File: src/rcs_pkg.sv
package rcs_pkg;
   // Synchroniser depth for the external reset inputs
   localparam int          RCS_SYNC_STAGES      = 2;
   // Reset-out stretch after external request negates
   localparam int          RCS_EXT_STRETCH_CYC  = 32;
   // Least internal watchdog reset length and reset-out stretch after it
   localparam int          RCS_WDOG_HOLD_CYC    = 31;
   localparam int          RCS_WDOG_STRETCH_CYC = 31;
   // Counter width covering every count above
   localparam int          RCS_CNT_W            = 6;
   // Strap pin width
   localparam int          RCS_STRAP_W          = 3;
   // Reset values
   localparam logic [2:0]  RCS_STRAP_RST        = 3'h7;
   localparam logic        RCS_HARD_FLAG_RST    = 1'h1;
   localparam logic        RCS_SOFT_FLAG_RST    = 1'h0;
   // Sequencer states
   typedef enum logic [2:0] {
      RCS_IDLE,
      RCS_EXT_HOLD,
      RCS_EXT_STRETCH,
      RCS_WDOG_HOLD,
      RCS_WDOG_STRETCH
   } rcs_state_t;
endpackage

File: src/rcs_reset_sequencer.sv
`timescale 1ns/1ps
// Behaviour
// - Both requests together give master reset
// - Request alone resets all but DRAM
// - Both request inputs pass two-flop synchroniser
// - Reset out holds, then 32 cycles more
// - Tristate bus until first exception cycle
// - Master reset ends all cycles, refresh too
// - Normal, watchdog resets keep DRAM refresh
// - Every reset initialises core registers
// - External reset sets hard, clears soft
// - Watchdog reset clears hard, sets soft
// - Master reset latches straps, last asserted cycle
// - Normal reset latches straps, last asserted cycle
// - Watchdog internal reset at least 31 clocks
// - Reset out 31 cycles past watchdog reset
// - Straps not sampled in watchdog reset
module rcs_reset_sequencer
   import rcs_pkg::*;
(
   // Clock, reset, enable
   input  wire logic                   clock,
   input  wire logic                   rst_b,
   input  wire logic                   clk_en,
   // External reset pins, requests active low, straps level, asynchronous
   input  wire logic                   reset_request_in_b,
   input  wire logic                   tristate_request_in_b,
   input  wire logic [RCS_STRAP_W-1:0] level_strap_pins,
   // Watchdog timeout event, same clock
   input  wire logic                   wdog_timeout,
   // Core reaches its first reset-exception bus cycle
   input  wire logic                   first_exception_cycle,
   // Reset outputs
   output logic                        reset_out_b,
   output logic                        core_reset,
   output logic                        dram_ctrl_reset,
   output logic                        bus_tristate,
   // Cause flags and chip select 0 strap configuration
   output logic                        hard_reset_flag,
   output logic                        soft_reset_flag,
   output logic [RCS_STRAP_W-1:0]      chip_select0_strap
);

   // Synchroniser stages; stage one is read only by stage two
   logic                   rreq_s1_r,  rreq_s2_r;
   logic                   treq_s1_r,  treq_s2_r;
   logic [RCS_STRAP_W-1:0] strap_s1_r, strap_s2_r;

   // Sequencer state and stretch counter
   rcs_state_t             state_r,    state_nxt;
   logic [RCS_CNT_W-1:0]   cnt_r,      cnt_nxt;

   // Reset cause, master marker and strap copy
   logic                   master_r,   master_nxt;
   logic                   hard_r,     hard_nxt;
   logic                   soft_r,     soft_nxt;
   logic [RCS_STRAP_W-1:0] cs0_r,      cs0_nxt;

   // Registered pin and reset lines
   logic                   tri_r,      tri_nxt;
   logic                   reset_out_b_r,   reset_out_b_nxt;
   logic                   core_r,     core_nxt;
   logic                   dram_r,     dram_nxt;

   // Synchronised request levels, active high
   logic                   ext_req;
   logic                   mst_req;
   // Watchdog event accepted this cycle
   logic                   wdog_start;

   // Request timing, in enabled rising edges of clock:
   //   edge 0     pin seen low by stage one
   //   edge 1     stage two low, request visible to the decode
   //   edge 2     hold state entered; reset out, core reset,
   //              bus float and cause flags all show here
   //   release    same two-edge lag, then 32 stretch cycles
   // Watchdog timing, from the edge that takes the timeout:
   //   edge 0     hold state entered, internal reset starts
   //   edge 31    stretch state, core reset still held
   //   edge 62    reset out lifts after 31 more cycles
   // Limitations:
   //   A timeout arriving while any reset runs is dropped; the
   //   watchdog restarts with the core anyway, so nothing is lost.
   //   A request shorter than one cycle may slip between samples
   //   and never be seen; outside circuitry holds it six cycles.
   //   Straps pass the same two stages as the request, so they
   //   line up with the request cycle that takes them.
   //   The master marker follows both pins cycle by cycle; a
   //   tri-state request that drops early turns the reset into
   //   a normal one and lets DRAM refresh resume.
   //   DRAM reset is held only while the master request is held;
   //   the stretch keeps the core in reset but not the DRAM
   //   controller, so refresh may start before the core runs.
   //   Clock enable low freezes every stage, counter and flag, so
   //   each figure above counts enabled cycles, not clock periods.
   //   The bus stays floated after reset out lifts until the core
   //   reports its first cycle; a core that never starts keeps it
   //   floated for good.

   // Count helper: cast a cycle figure to counter width
   function automatic logic [RCS_CNT_W-1:0] rcs_cnt(input int n);
      return RCS_CNT_W'(n);
   endfunction

   // Any state but idle keeps a reset running
   function automatic logic rcs_busy(input rcs_state_t st);
      return (st != RCS_IDLE);
   endfunction

   // Counter reached its last cycle
   function automatic logic rcs_cnt_done(input logic [RCS_CNT_W-1:0] c);
      return (c == '0);
   endfunction

   // Reset request synchroniser; idles negated so no false request
   // follows reset
   always_ff @(posedge clock) begin
      if (!rst_b) begin
         rreq_s1_r <= 1'h1;
         rreq_s2_r <= 1'h1;
      end else if (clk_en) begin
         rreq_s1_r <= reset_request_in_b;
         rreq_s2_r <= rreq_s1_r;
      end
   end

   // Tri-state request synchroniser, same depth so both pins line up
   always_ff @(posedge clock) begin
      if (!rst_b) begin
         treq_s1_r <= 1'h1;
         treq_s2_r <= 1'h1;
      end else if (clk_en) begin
         treq_s1_r <= tristate_request_in_b;
         treq_s2_r <= treq_s1_r;
      end
   end

   // Strap synchroniser; straps settle while the request is held
   always_ff @(posedge clock) begin
      if (!rst_b) begin
         strap_s1_r <= RCS_STRAP_RST;
         strap_s2_r <= RCS_STRAP_RST;
      end else if (clk_en) begin
         strap_s1_r <= level_strap_pins;
         strap_s2_r <= strap_s1_r;
      end
   end

   // Tri-state request only counts alongside the reset request
   assign ext_req    = ~rreq_s2_r;
   assign mst_req    = ~rreq_s2_r & ~treq_s2_r;
   // Watchdog heard only from idle; an external request wins a tie
   assign wdog_start = (state_r == RCS_IDLE) && wdog_timeout && !ext_req;

   // Next state and counter of the sequencer
   always_comb begin
      state_nxt = state_r;
      cnt_nxt   = cnt_r;
      unique case (state_r)
         RCS_IDLE: begin
            if (ext_req) begin
               state_nxt = RCS_EXT_HOLD;
            end else if (wdog_start) begin
               state_nxt = RCS_WDOG_HOLD;
               cnt_nxt   = rcs_cnt(RCS_WDOG_HOLD_CYC - 1);
            end
         end
         RCS_EXT_HOLD: begin
            // Stretch starts once the synchronised request lifts
            if (!ext_req) begin
               state_nxt = RCS_EXT_STRETCH;
               cnt_nxt   = rcs_cnt(RCS_EXT_STRETCH_CYC - 1);
            end
         end
         RCS_EXT_STRETCH: begin
            // A fresh request restarts the hold; the count reloads in full when it lifts
            if (ext_req) begin
               state_nxt = RCS_EXT_HOLD;
            end else if (rcs_cnt_done(cnt_r)) begin
               state_nxt = RCS_IDLE;
            end else begin
               cnt_nxt = cnt_r - 1'h1;
            end
         end
         RCS_WDOG_HOLD: begin
            // External request overrides the watchdog sequence
            if (ext_req) begin
               state_nxt = RCS_EXT_HOLD;
            end else if (rcs_cnt_done(cnt_r)) begin
               state_nxt = RCS_WDOG_STRETCH;
               cnt_nxt   = rcs_cnt(RCS_WDOG_STRETCH_CYC - 1);
            end else begin
               cnt_nxt = cnt_r - 1'h1;
            end
         end
         RCS_WDOG_STRETCH: begin
            if (ext_req) begin
               state_nxt = RCS_EXT_HOLD;
            end else if (rcs_cnt_done(cnt_r)) begin
               state_nxt = RCS_IDLE;
            end else begin
               cnt_nxt = cnt_r - 1'h1;
            end
         end
      endcase
   end

   // Sequencer registers
   always_ff @(posedge clock) begin
      if (!rst_b) begin
         state_r <= RCS_IDLE;
         cnt_r   <= '0;
      end else if (clk_en) begin
         state_r <= state_nxt;
         cnt_r   <= cnt_nxt;
      end
   end

   // Cause flags, master marker and strap copy. Every synchronised
   // request cycle refreshes them, the first one included, so the
   // last asserted cycle sticks; the watchdog leaves the straps alone
   always_comb begin
      master_nxt = master_r;
      hard_nxt   = hard_r;
      soft_nxt   = soft_r;
      cs0_nxt    = cs0_r;
      if (ext_req) begin
         master_nxt = mst_req;
         cs0_nxt    = strap_s2_r;
         hard_nxt   = 1'h1;
         soft_nxt   = 1'h0;
      end else if (wdog_start) begin
         // Strap copy untouched here
         master_nxt = 1'h0;
         hard_nxt   = 1'h0;
         soft_nxt   = 1'h1;
      end else if (!rcs_busy(state_nxt)) begin
         master_nxt = 1'h0;
      end
   end

   // Cause registers; flags keep their value until the next reset
   always_ff @(posedge clock) begin
      if (!rst_b) begin
         master_r <= 1'h0;
         hard_r   <= RCS_HARD_FLAG_RST;
         soft_r   <= RCS_SOFT_FLAG_RST;
         cs0_r    <= RCS_STRAP_RST;
      end else if (clk_en) begin
         master_r <= master_nxt;
         hard_r   <= hard_nxt;
         soft_r   <= soft_nxt;
         cs0_r    <= cs0_nxt;
      end
   end

   // Pin and reset line decode from the next state, so every output
   // is a flop and shows the reset in the same cycle as the state
   always_comb begin
      reset_out_b_nxt = !rcs_busy(state_nxt);
      core_nxt   = rcs_busy(state_nxt);
      // DRAM controller and refresh reset only by a master reset
      dram_nxt   = (state_nxt == RCS_EXT_HOLD) && master_nxt;
      // Bus floats from any reset until the core's first cycle;
      // a late first cycle only delays the release
      tri_nxt    = tri_r;
      if (rcs_busy(state_nxt)) begin
         tri_nxt = 1'h1;
      end else if (first_exception_cycle) begin
         tri_nxt = 1'h0;
      end
   end

   // Output registers; reset shows every internal reset line active
   // and the bus floated, reset out itself stays negated
   always_ff @(posedge clock) begin
      if (!rst_b) begin
         tri_r    <= 1'h1;
         reset_out_b_r <= 1'h1;
         core_r   <= 1'h1;
         dram_r   <= 1'h1;
      end else if (clk_en) begin
         tri_r    <= tri_nxt;
         reset_out_b_r <= reset_out_b_nxt;
         core_r   <= core_nxt;
         dram_r   <= dram_nxt;
      end
   end

   // Pins and flags straight from flops
   assign reset_out_b        = reset_out_b_r;
   assign core_reset         = core_r;
   assign dram_ctrl_reset    = dram_r;
   assign bus_tristate       = tri_r;
   assign hard_reset_flag    = hard_r;
   assign soft_reset_flag    = soft_r;
   assign chip_select0_strap = cs0_r;

endmodule // rcs_reset_sequencer

File: config.mk
export PLATFORM = sky130hd
export DESIGN_NAME = rcs_reset_sequencer
export DESIGN_NICKNAME = d
export VERILOG_FILES = /design/src/rcs_pkg.sv /design/src/rcs_reset_sequencer.sv
export SDC_FILE = /design/constraint.sdc
export NUM_CORES = 1
export LEC_CHECK = 0
export ABC_AREA = 1
export BUFFER_PORTS_ARGS = -buffer_cell sky130_fd_sc_hd__buf_2
export CAP_MARGIN = 20
export CELL_PAD_IN_SITES_DETAIL_PLACEMENT = 0
export CELL_PAD_IN_SITES_GLOBAL_PLACEMENT = 1
export CORE_ASPECT_RATIO = 1.4
export CORE_UTILIZATION = 25
export DETAILED_ROUTE_END_ITERATION = 7
export PLACE_DENSITY_LB_ADDON = 0.1
export SLEW_MARGIN = 20
export SYNTH_ARGS = -nofsm -noshare
export SYNTH_HDL_FRONTEND = slang
export SYNTH_SLANG_ARGS = --single-unit
File: constraint.sdc
create_clock -name clock -period 3.85 [get_ports clock]
set_input_delay 0 -clock clock [delete_from_list [all_inputs] [get_ports clock]]
set_output_delay 0 -clock clock [all_outputs]
set_load 0.005 [all_outputs]
## Word level (Yosys, flattened, before mapping)

Index checks and enable logic that the tools add are counted.

- Add/subtract/negate cells: 1
- Reduce and logical (&&, ||, !) cells: 13
- Bitwise logic cells: 3
- Equal/unequal tests: 12
- Multiplexer cells: 25

Operator list:

| operator | number |
|---|---|
| $mux 6 | 7 |
| $pmux 6 s4 | 1 |
| $mux 3 | 7 |
| $pmux 3 s4 | 1 |
| $ne 2x2->1 const B | 5 |
| $mux 1 | 9 |
| $reduce_and 7->1 | 1 |
| $eq 3x1->1 const B | 2 |
| $eq 3x2->1 const B | 2 |
| $logic_not 6->1 | 1 |
| $reduce_and 2->1 | 3 |
| $sub 6x1->6 const B | 1 |
| $ne 2x1->1 const B | 2 |
| $eq 3x3->1 const B | 1 |
| $logic_and 1x1->1 | 3 |
| $logic_not 3->1 | 1 |
| $reduce_bool 3->1 | 1 |
| $not 1->1 | 2 |
| $reduce_bool 2->1 | 1 |
| $reduce_or 2->1 | 1 |
| $and 1x1->1 | 1 |
| $logic_not 1->1 | 1 |

- Flip-flop bits (word level): 29
- Word-level logic and storage cells: 70

## Logic depth before layout (Yosys ltp)

Gate-level depths: netlist of the first run.

- Word-level depth: 11
- Mapped depth: 13

## Least setup slack after synthesis of the first run

OpenSTA, ideal clock, no wires.

- Path kind: register to register
- Start: register cnt_r[0]
- End: register cnt_r[1]
- Buffers on the path: 0
- Data required time: 3728 ps
- Stages on the path, launching flop included: 9
- Slack: 2455 ps
- Arrival time: 1273 ps
- Period minus slack after synthesis: 1395 ps
- Cell sequence: dfxtp_1 inv_1 ha_1 nand3_1 nor2_2 o22ai_2 nand2_4 nor3b_1 nor3_2

- Word-level cells in the longest chain between the ends: 4

Ends and longest elaborated chain:

| item | line | source |
|---|---|---|
| start, declared | rcs_reset_sequencer.sv:51 | `logic [RCS_CNT_W-1:0] cnt_r, cnt_nxt;` |
| start signal, assigned | rcs_reset_sequencer.sv:215 | `cnt_r <= cnt_nxt;` |
| $sub 6x1->6 or $logic_not 6->1 (tied branches) | n/a |  |
| $mux 6, on equally long branches | rcs_reset_sequencer.sv:179, rcs_reset_sequencer.sv:199, rcs_reset_sequencer.sv:189 |  |
| $mux 6, on equally long branches | rcs_reset_sequencer.sv:197, rcs_reset_sequencer.sv:187 |  |
| $pmux 6 s4 | rcs_reset_sequencer.sv:159 | `unique case (state_r)` |

Parallel ways exist; a longest one is shown, timed or not. The select of a mux whose other input is x is not followed.
A chain may end at the register's enable or synchronous reset.

## Worst setup path in the final report of the first run

- Start: register state_r[1]
- End: register cnt_r[4]

- Word-level cells in the longest chain between the ends: 5

Ends and longest elaborated chain:

| item | line | source |
|---|---|---|
| start, declared | rcs_reset_sequencer.sv:50 | `rcs_state_t state_r, state_nxt;` |
| start signal, assigned | rcs_reset_sequencer.sv:214 | `state_r <= state_nxt;` |
| $logic_not 3->1 | rcs_reset_sequencer.sv:153, rcs_reset_sequencer.sv:159 |  |
| $logic_and 1x1->1 (2 in series) | rcs_reset_sequencer.sv:153 | `assign wdog_start = (state_r == RCS_IDLE) && wdog_timeout && !ext_req;` |
| $ne 2x2->1 (no line) | n/a |  |
| $reduce_and 7->1 (no line) | n/a |  |

Parallel ways exist; a longest one is shown, timed or not.

==> results of run 1 <==
layout by cell type (no fill, tap or decap), types with 2 or more instances in the layout:
cell type,n
nor2_2,2
inv_2,2
ha_1,2
o21ai_0,6
nand3_1,23
dlygate4sd3_1,5
inv_1,16
a21oi_1,9
o21ai_1,3
buf_2,18
nand2_2,3
clkbuf_8,3
nand3_2,2
dfxtp_1,28
nand2_4,2
nor2_1,12
nand2_1,57
critical path, stage by stage (launching register included):
cell,delay [ns]
dfxtp_1,0.42
nor3_1,0.41
nand2_1,0.11
nand2_1,0.08
inv_1,0.08
nand2_4,0.12
clkinv_4,0.09
nand2_1,0.06
nand3_1,0.07
nand2_1,0.06
inv_1,0.04
worst min-delay path by stage:
stage / start / to / slack, ns
floorplan: tristate_request_in_b / treq_s1_r / 0.13
global placement: level_strap_pins[0] / strap_s1_r[0] / 0.21
detailed placement: reset_request_in_b / rreq_s1_r / 0.22
CTS: first_exception_cycle / bus_tristate / 0.002
global route: first_exception_cycle / bus_tristate / 0.05
finish: first_exception_cycle / bus_tristate / 0.02
routing by layer:
metal | part of all wire, % | up-vias
met5 | 0 | -
met4 | 1.6 | 0
met3 | 1.6 | 5
met2 | 53 | 17
met1 | 44 | 568
li1 | - | 636
cells by family after synthesis:
family,Yosys count,share of synthesized area (%)
flip-flops,28,41.8
AND/OR/NAND/NOR,107,37.0
XOR/XNOR,1,0.654
adder cells (fa/ha/maj),2,1.87
buffers and inverters,26,8.68
AO/OA/AOI/OAI,23,9.99
through the flow:
| stage | instance area, um^2 | instances |
|---|---|---|
| 2_1_floorplan | 1340 | 187 |
| 3_3_place_gp | 1470 | 264 |
| 6_report | 1590 | 273 |
| 5_1_grt | 1590 | 273 |
| 3_5_place_dp | 1470 | 264 |
| 4_1_cts | 1590 | 273 |
cells in the mapped netlist, drive strengths merged:
cell type and instances:
nand2 62, nor3 2, a211oi 1, a21oi 9
inv 18, nand4 2, a31oi 1, ha 2
nand3 25, dfxtp 28, clkbuf 5, buf 2
o22ai 2, nor3b 1, o21ai 9, or2 1
clkinv 1, nor2 14, o21bai 1, xnor2 1
sequential cells by signal, indices dropped and copies added (netlist names):
| name | cells |
|---|---|
| chip_select0_strap | 3 |
| strap_s2_r | 3 |
| soft_reset_flag | 1 |
| cnt_r | 6 |
| state_r | 3 |
| bus_tristate | 1 |
| treq_s2_r | 1 |
| reset_out_b | 1 |
| core_reset | 1 |
| treq_s1_r | 1 |
| dram_ctrl_reset | 1 |
| rreq_s2_r | 1 |
| rreq_s1_r | 1 |
| strap_s1_r | 3 |
| hard_reset_flag | 1 |
power groups by stage:
| stage | clock network (mW) | registers [mW] | logic, mW |
|---|---|---|---|
| 6_report | 0.237 | 0.335 | 0.172 |
| 5_1_grt | 0.254 | 0.339 | 0.197 |
| 4_1_cts | 0.245 | 0.335 | 0.175 |
| 3_5_place_dp | 0 | 0.342 | 0.170 |
| 3_3_place_gp | 0 | 0.342 | 0.171 |
| 2_1_floorplan | 0 | 0.335 | 0.135 |
layout make-up:
class / instances / area share (%)
Inverter: 19 / 4.79
Clock inverter: 1 / 1.88
Clock buffer: 3 / 2.59
Tap cell: 66 / 5.18
Timing Repair Buffer: 23 / 8.79
Sequential cell: 28 / 35.2
Multi-Input combinational cell: 133 / 41.6
==> run metrics, run 1 <==
Least-Margin Pin Slew 0.422 ns; fill count 566; sequential power share 45.1%; Pre-Repair DR Iteration Count 4; critical path peak fanout 10; H-Tree Level Count 1; CTS tree yes; Clock Sinks 28; Post-route DRC 0; vias in the first global route 1193; worst reg2reg path depth 10; IO Count 19; post-synth cell types 32; RSZ-0062 raised after global routing no; Worst Hold Depth 4; dpl ws 2.23 ns; first-pass GRT wire length 5250 um; Final Skew 0.00739 ns; post-synthesis sequential area ratio 41.8%; fin nets 220; Yosys reg bits 28; via/cell ratio 4.49; First DRT Iteration DRCs 20; largest net degree at the start of global routing 24; final core occ 30.9%; wire per inst 11.3 um; cell row count 31; Die X 63.9 um; Mapped Area 1340 um^2; Final min period 1.63 ns; syn avg cell area 7.17 um^2; hold buffers post-CTS 5; GR Util met3 1.55%; RR Startpoint state_r[1]; leakage 0.748 nW; post-CTS sizing 0; Synthesized Nets 199; setup TNS 0 ns; Die ar. 5660 um^2; Post-DP HPWL 2260 um; area occupied by multi-input gates 663 um^2; GP Congestion 0.734; Synth top area share 41.8%; Setup violations, final 0; FF/Latch Area 561 um^2; pwr dens 467 nW/um^2; clock share of power 31.8%; leading area contributor after synthesis dfxtp_1; Vias 1226; WP data arrival 1.82 ns; met1 usage 12.7%; WS Path Type reg2reg; switching pwr 0.225 mW; setup bufs post-CTS 0; CP startpoint state_r[1]; fin crit share 42.4%; initial antenna violation count 0; GRT Overall Usage 11.9%; GRT overflow 0; VDD IR max 0.165 mV; WP data required 4.04 ns; Pins Over Slew Limit 0; power consumption 0.744 mW; Initial Util 26.0%; Routed Wire Length 3080 um; CP endpoint cnt_r[4]; status complete, no violations; GR peak layer met2; Logic pwr share 23.2%; clock buffer depth 2; CTS clk-pin slew, worst paths 0.10 ns; Ys Warns 0; Crit. End Element flop; clk_lat worst skew 0.28 ns; Fin Hold WS 0.0189 ns; switching part of the total 30.2%; Root Driver clkbuf_8; R2R setup slack 2.22 ns; n_diodes 0; slew margin rel. 71.6%; ratio of cells with drive above 1 in the final layout 18.4%; buffers added on ports 18; Synth area leaders dfxtp_1 (42%), nand2_1 (16%), nand3_1 (8.6%); max_cap viols 0; reg2reg end cnt_r[4]; post-route antenna net violation count 0; fmax 613 MHz; area delta synth->final 19.0%; critical path startpoint category flop; core region area 5160 um^2; internal power 0.520 mW; Hold Crit Class in2reg; Setup WS post-layout 2.22 ns; GR Util met2 23.2%; Inserted Clock Buffers 3; Hold Fails Final Rpt 0; Synth Instances 187; die height 88.6 um
Note: power is estimated with default switching activity, not from simulation.
==> run 2, diff against run 1 <==
==> constraint.sdc (replaced) <==
create_clock -name clock -period 1.7 [get_ports clock]
set_input_delay 0 -clock clock [delete_from_list [all_inputs] [get_ports clock]]
set_output_delay 0 -clock clock [all_outputs]
set_load 0.005 [all_outputs]
==> run metrics, run 2 (same netlist as run 1, synthesis figures left out) <==
status complete, no violations; Inserted Clock Buffers 3 (unchanged); n_diodes 0 (unchanged); Die ar. 5660 um^2 (unchanged); R2R setup slack 0.19 ns (-2.03 ns); Routed Wire Length 3360 um (+9.0%); Clock Sinks 28 (unchanged); CP most frequent cell nand2_1; slew margin rel. 73.5% (+1.8 points); pwr dens 1030 nW/um^2 (+120%); WL met2 1810 um (+11%); Final min period 1.51 ns (-0.117 ns); initial antenna violation count 0 (unchanged); largest net degree at the start of global routing 24 (unchanged); Vias 1263 (+3.0%); via/cell ratio 4.56 (+1.5%); ratio of cells with drive above 1 in the final layout 23.7% (+5.3 points); crit-path max cell delay 0.47 ns (+0.05 ns); Least-Margin Pin Slew 0.398 ns (-0.0244 ns); critical path peak fanout 6 (-4); Setup violations, final 0 (unchanged); WP data required 1.86 ns (-2.18 ns); most used cells in the layout excluding fill and tap cells nand2_1 (57), dfxtp_1 (26), nand3_1 (21); CTS tree yes; Hold Crit Class in2reg; CTS clk-pin slew, worst paths 0.09 ns (about the same); CP max-delay cell dfxtp_1; Die X 63.9 um (unchanged); Post-DP HPWL 2400 um (+6.2%); die height 88.6 um (unchanged); vias in the first global route 1270 (+6.5%); Crit. End Element flop; fmax 660 MHz (+7.8%); highest metal used met4; WS Path Type reg2reg; max_cap viols 0 (unchanged); fin area 1670 um^2 (+4.6%); fill count 556 (-1.8%); leakage 0.772 nW (+3.2%); core region area 5160 um^2 (unchanged); Most flops, register cnt_r; critical path startpoint category flop; buffers added on ports 18 (unchanged); final core occ 32.3% (+1.4 points); wire per inst 12.1 um (+7.4%); H-Tree Level Count 1 (unchanged); WL met3 101 um (+100%); post-route antenna net violation count 0 (unchanged); fin nets 224 (+1.8%); power consumption 1.72 mW (+130%); Pins Over Slew Limit 0 (unchanged); Post-route DRC 0 (unchanged); Final Skew 0.00503 ns (-0.00236 ns); clock buffer depth 2 (unchanged); area delta synth->final 24.4%; GP Congestion 0.719 (-2.0%); Initial Util 26.0% (unchanged); GRT Overall Usage 12.7% (+0.76 points); Hold Fails Final Rpt 0 (unchanged); Pre-Repair DR Iteration Count 4 (unchanged); WL met1 1400 um (+2.9%); VDD IR max 0.566 mV (+240%); WP data arrival 1.68 ns (-0.14 ns); cell row count 31 (unchanged); CP Cell Sequence inv_2, nor2_2, nand2_1, nand2_2, nand2_1, nor3b_2, nor3_2; first-pass GRT wire length 5510 um (+5.0%); First DRT Iteration DRCs 49 (+150%); clk_lat worst skew 0.28 ns (about the same); number of flip-flops in the largest register 6 (unchanged); placed inst area 1490 um^2 (+1.0%); IO Count 19 (unchanged); fin crit share 89.1% (+47 points); setup TNS 0 ns (unchanged); commonest non-fill, non-tap cell in the layout nand2_1; GRT overflow 0 (unchanged); Root Driver clkbuf_8
## run 2: cell count changes in the layout (fill, tap and decap cells not counted), sizes merged
cell,previous run,this run
buf,18,21
dlygate4sd3,5,6
## run 2: area by class of cell
class                   count  area [um^2]  area share (%)
repair buffers             27          173            10.4
clock buffers               3         41.3            2.48
multi-input cells         133          701            42.0
well taps                  66         82.6            4.95
flip-flops and latches     28          563            33.8
inverters                  19         76.3            4.58
clock inverters             1         30.0            1.80
## run 2: timing repair
action	4_1_cts	5_1_grt
endpoints found under the hold margin	8	0
setup endpoints to repair	0	7
gates resized for setup	0	11
hold buffers	6	0
setup buffers	0	1
## run 2: path summary, 6_finish.rpt
path / from / endpoint / cells after the start
worst max-delay path: state_r[0] / cnt_r[1] / 7
worst min register to register: reset_out_b / reset_out_b / 2
worst min-delay path: first_exception_cycle / bus_tristate / 4
worst max register to register: state_r[0] / cnt_r[1] / 7
## run 2: metrics by stage
step	hold slack [ns]	worst slack (ns)	instances
after global routing	0.0462	-0.00321	277
after global placement	0.213	0.102	266
after detailed placement	0.215	0.0596	266
final	0.0151	0.186	277
after floorplan	0.126	0.305	187
after CTS	0.00445	0.00763	276
## run 2: power by group
| group | switching (mW) | internal (mW) |
|---|---|---|
| Clock | 0.216 | 0.315 |
| Combinational | 0.263 | 0.166 |
| Sequential | 0.0489 | 0.714 |
| Total | 0.527 | 1.20 |
## run 2: per-layer routing
layer | GRT usage, % | up-vias
met2 | 25.7 | 23
met5 | 0 | -
met1 | 12.6 | 584
met3 | 1.93 | 5
li1 | - | 651
met4 | 4.96 | 0
## run 2: critical path, delay by kind of cell (launching register included)
kind,cells,cell delay [ns]
buf+inv,1,0.11
flops,1,0.47
simple gates,6,0.82
==> run 3, diff against run 2 <==
--- a/config.mk
+++ b/config.mk
@@ -13,6 +13,7 @@
 export CORE_ASPECT_RATIO = 1.4
 export CORE_UTILIZATION = 25
 export DETAILED_ROUTE_END_ITERATION = 7
+export GPL_TIMING_DRIVEN = 0
 export PLACE_DENSITY_LB_ADDON = 0.1
 export SLEW_MARGIN = 20
 export SYNTH_ARGS = -nofsm -noshare
==> constraint.sdc (replaced) <==
create_clock -name clock -period 1.7 [get_ports clock]
set_input_delay 0 -clock clock [delete_from_list [all_inputs] [get_ports clock]]
set_output_delay 0 -clock clock [all_outputs]
set_load 0.02 [all_outputs]
==> run metrics, run 3 (same netlist as run 1, synthesis figures left out) <==
WL met1 1410 um (+0.43%); sequential power share 43.5% (-0.8 points); R2R setup slack 0.18 ns (about the same); highest metal used met4; dpl ws 0.0791 ns (+0.0195 ns); Pins Over Slew Limit 0 (unchanged); crit-path leading delay family simple AND/OR/NAND/NOR gates; count of buffer and inverter cells on the critical path 4 (+3); WP data required 1.89 ns (+0.03 ns); worst reg2reg path depth 11 (+4); Fin Hold WS 0.0785 ns (+0.0634 ns); buffers added on ports 18 (unchanged); GRT Overall Usage 12.3% (-0.39 points); Most flops, register cnt_r; ratio of cells with drive above 1 in the final layout 22.7% (-1.0 points); Setup violations, final 0 (unchanged); Vias 1228 (-2.8%); pwr dens 1030 nW/um^2 (-0.12%); RSZ-0062 raised after global routing no; WP data arrival 1.71 ns (+0.03 ns); Setup WS post-layout 0.181 ns (-0.00450 ns); cell row count 31 (unchanged); number of flip-flops in the largest register 6 (unchanged); fin crit share 89.3% (+0.26 points); Pre-Repair DR Iteration Count 4 (unchanged); switching pwr 0.531 mW (+0.83%); vias in the first global route 1176 (-7.4%); CP Cell Sequence buf_6, nor3_1, nand2_1, nand2_1, inv_1, nand2_4, clkinv_4, nand2_1, nand3_1, nand2_1, inv_1; largest net degree at the start of global routing 17 (-29%); Die ar. 5660 um^2 (unchanged); H-Tree Level Count 1 (unchanged); WL met2 1630 um (-10%); CP endpoint cnt_r[4]; fin nets 229 (+2.2%); Final min period 1.52 ns (+0.00450 ns); internal power 1.20 mW (about the same); VDD IR max 0.408 mV (-28%); Final Skew 0.00603 ns (+0.000999 ns); area delta synth->final 24.8%; post-route antenna net violation count 0 (unchanged); critical path peak fanout 10 (+4); leakage 0.781 nW (+1.1%); Crit. End Element flop; Hold Fails Final Rpt 0 (unchanged); commonest non-fill, non-tap cell in the layout nand2_1; Least-Margin Pin Slew 0.468 ns (+0.0707 ns); clock buffer depth 2 (unchanged); Die X 63.9 um (unchanged); CP max-delay cell dfxtp_1; fmax 658 MHz (-0.30%); Crit. path cell count 11 (+4); core region area 5160 um^2 (unchanged); first-pass GRT wire length 5380 um (-2.5%); clock share of power 30.8% (about the same); die height 88.6 um (unchanged); Initial Util 26.0% (unchanged); CP startpoint state_r[1]; via/cell ratio 4.35 (-4.5%); crit-path max cell delay 0.32 ns (-0.15 ns); n_diodes 0 (unchanged); Post-DP HPWL 2430 um (+1.1%); IO Count 19 (unchanged); Logic pwr share 25.7% (+0.8 points); wire per inst 11.1 um (-8.6%); setup TNS 0 ns (unchanged); power consumption 1.73 mW (+0.26%); slew margin rel. 68.8% (-4.7 points); Clock Sinks 28 (unchanged); Root Driver clkbuf_8; CTS clk-pin slew, worst paths 0.10 ns (about the same); clk_lat worst skew 0.28 ns (about the same); CTS tree yes; RR Startpoint state_r[1]; GRT overflow 0 (unchanged); WS Path Type reg2reg; switching part of the total 30.8% (+0.17 points); Routed Wire Length 3130 um (-6.9%); max_cap viols 0 (unchanged); most used cells in the layout excluding fill and tap cells nand2_1 (57), dfxtp_1 (27), nand3_1 (21); CP most frequent cell nand2_1; reg2reg end cnt_r[4]; initial antenna violation count 0 (unchanged); WL met3 53 um (-48%); critical path startpoint category flop; Hold Crit Class in2reg; GP Congestion 0.761 (+5.9%); Post-route DRC 0 (unchanged); status complete, no violations; First DRT Iteration DRCs 39 (-20%); Inserted Clock Buffers 3 (unchanged)
==> run 3: routing by layer <==
| metal | up-vias | global-route usage, % |
|---|---|---|
| li1 | 658 | - |
| met1 | 552 | 13.5 |
| met2 | 14 | 23.8 |
| met3 | 4 | 1.55 |
| met4 | 0 | 4.34 |
| met5 | - | 0 |
==> run 3: power groups by stage <==
| stage | logic (mW) | registers, mW | clock network, mW |
|---|---|---|---|
| floorplan | 0.305 | 0.777 | 0 |
| detailed placement | 0.425 | 0.766 | 0 |
| finish | 0.444 | 0.751 | 0.532 |
| CTS | 0.439 | 0.751 | 0.546 |
| global route | 0.511 | 0.761 | 0.577 |
| global placement | 0.424 | 0.764 | 0 |
==> run 3: tightest hold or removal path, cell delays in order <==
cell and delay (ns):
buf_2 0.13, nand3_1 0.12, a211oi_1 0.07
==> run 3: worst min-delay path by stage <==
stage                                startpoint              end  slack (ns)  cells past startpoint
final                              wdog_timeout  soft_reset_flag        0.08                      3
after global routing               wdog_timeout  soft_reset_flag        0.08                      3
after CTS                          wdog_timeout  soft_reset_flag        0.08                      3
after detailed placement  tristate_request_in_b        treq_s1_r        0.22                      3
after global placement    tristate_request_in_b        treq_s1_r        0.22                      3
after floorplan           tristate_request_in_b        treq_s1_r        0.13                      2
==> run 3: per-stage QoR <==
step / util [%] / std cells / instance area (um^2)
6_report: 32.4 / 282 / 1670
5_1_grt: 32.4 / 282 / 1670
4_1_cts: 32.1 / 282 / 1650
3_5_place_dp: 29.3 / 271 / 1510
3_3_place_gp: 29.3 / 271 / 1510
2_1_floorplan: - / 187 / 1340
==> run 3: what timing repair did <==
item,CTS,global route
setup endpoints to repair,0,6
hold buffers,7,0
setup buffers,0,0
endpoints found under the hold margin,7,0
resized for setup,0,7
==> run 3: cell type report <==
type	instances	area [um^2]
clock buffers	3	41.3
repair buffers	25	160
inverters	19	76.3
flip-flops and latches	28	562
well taps	66	82.6
clock inverters	1	30.0
plain buffers	7	40.0
multi-input cells	133	681
fillers	559	3490
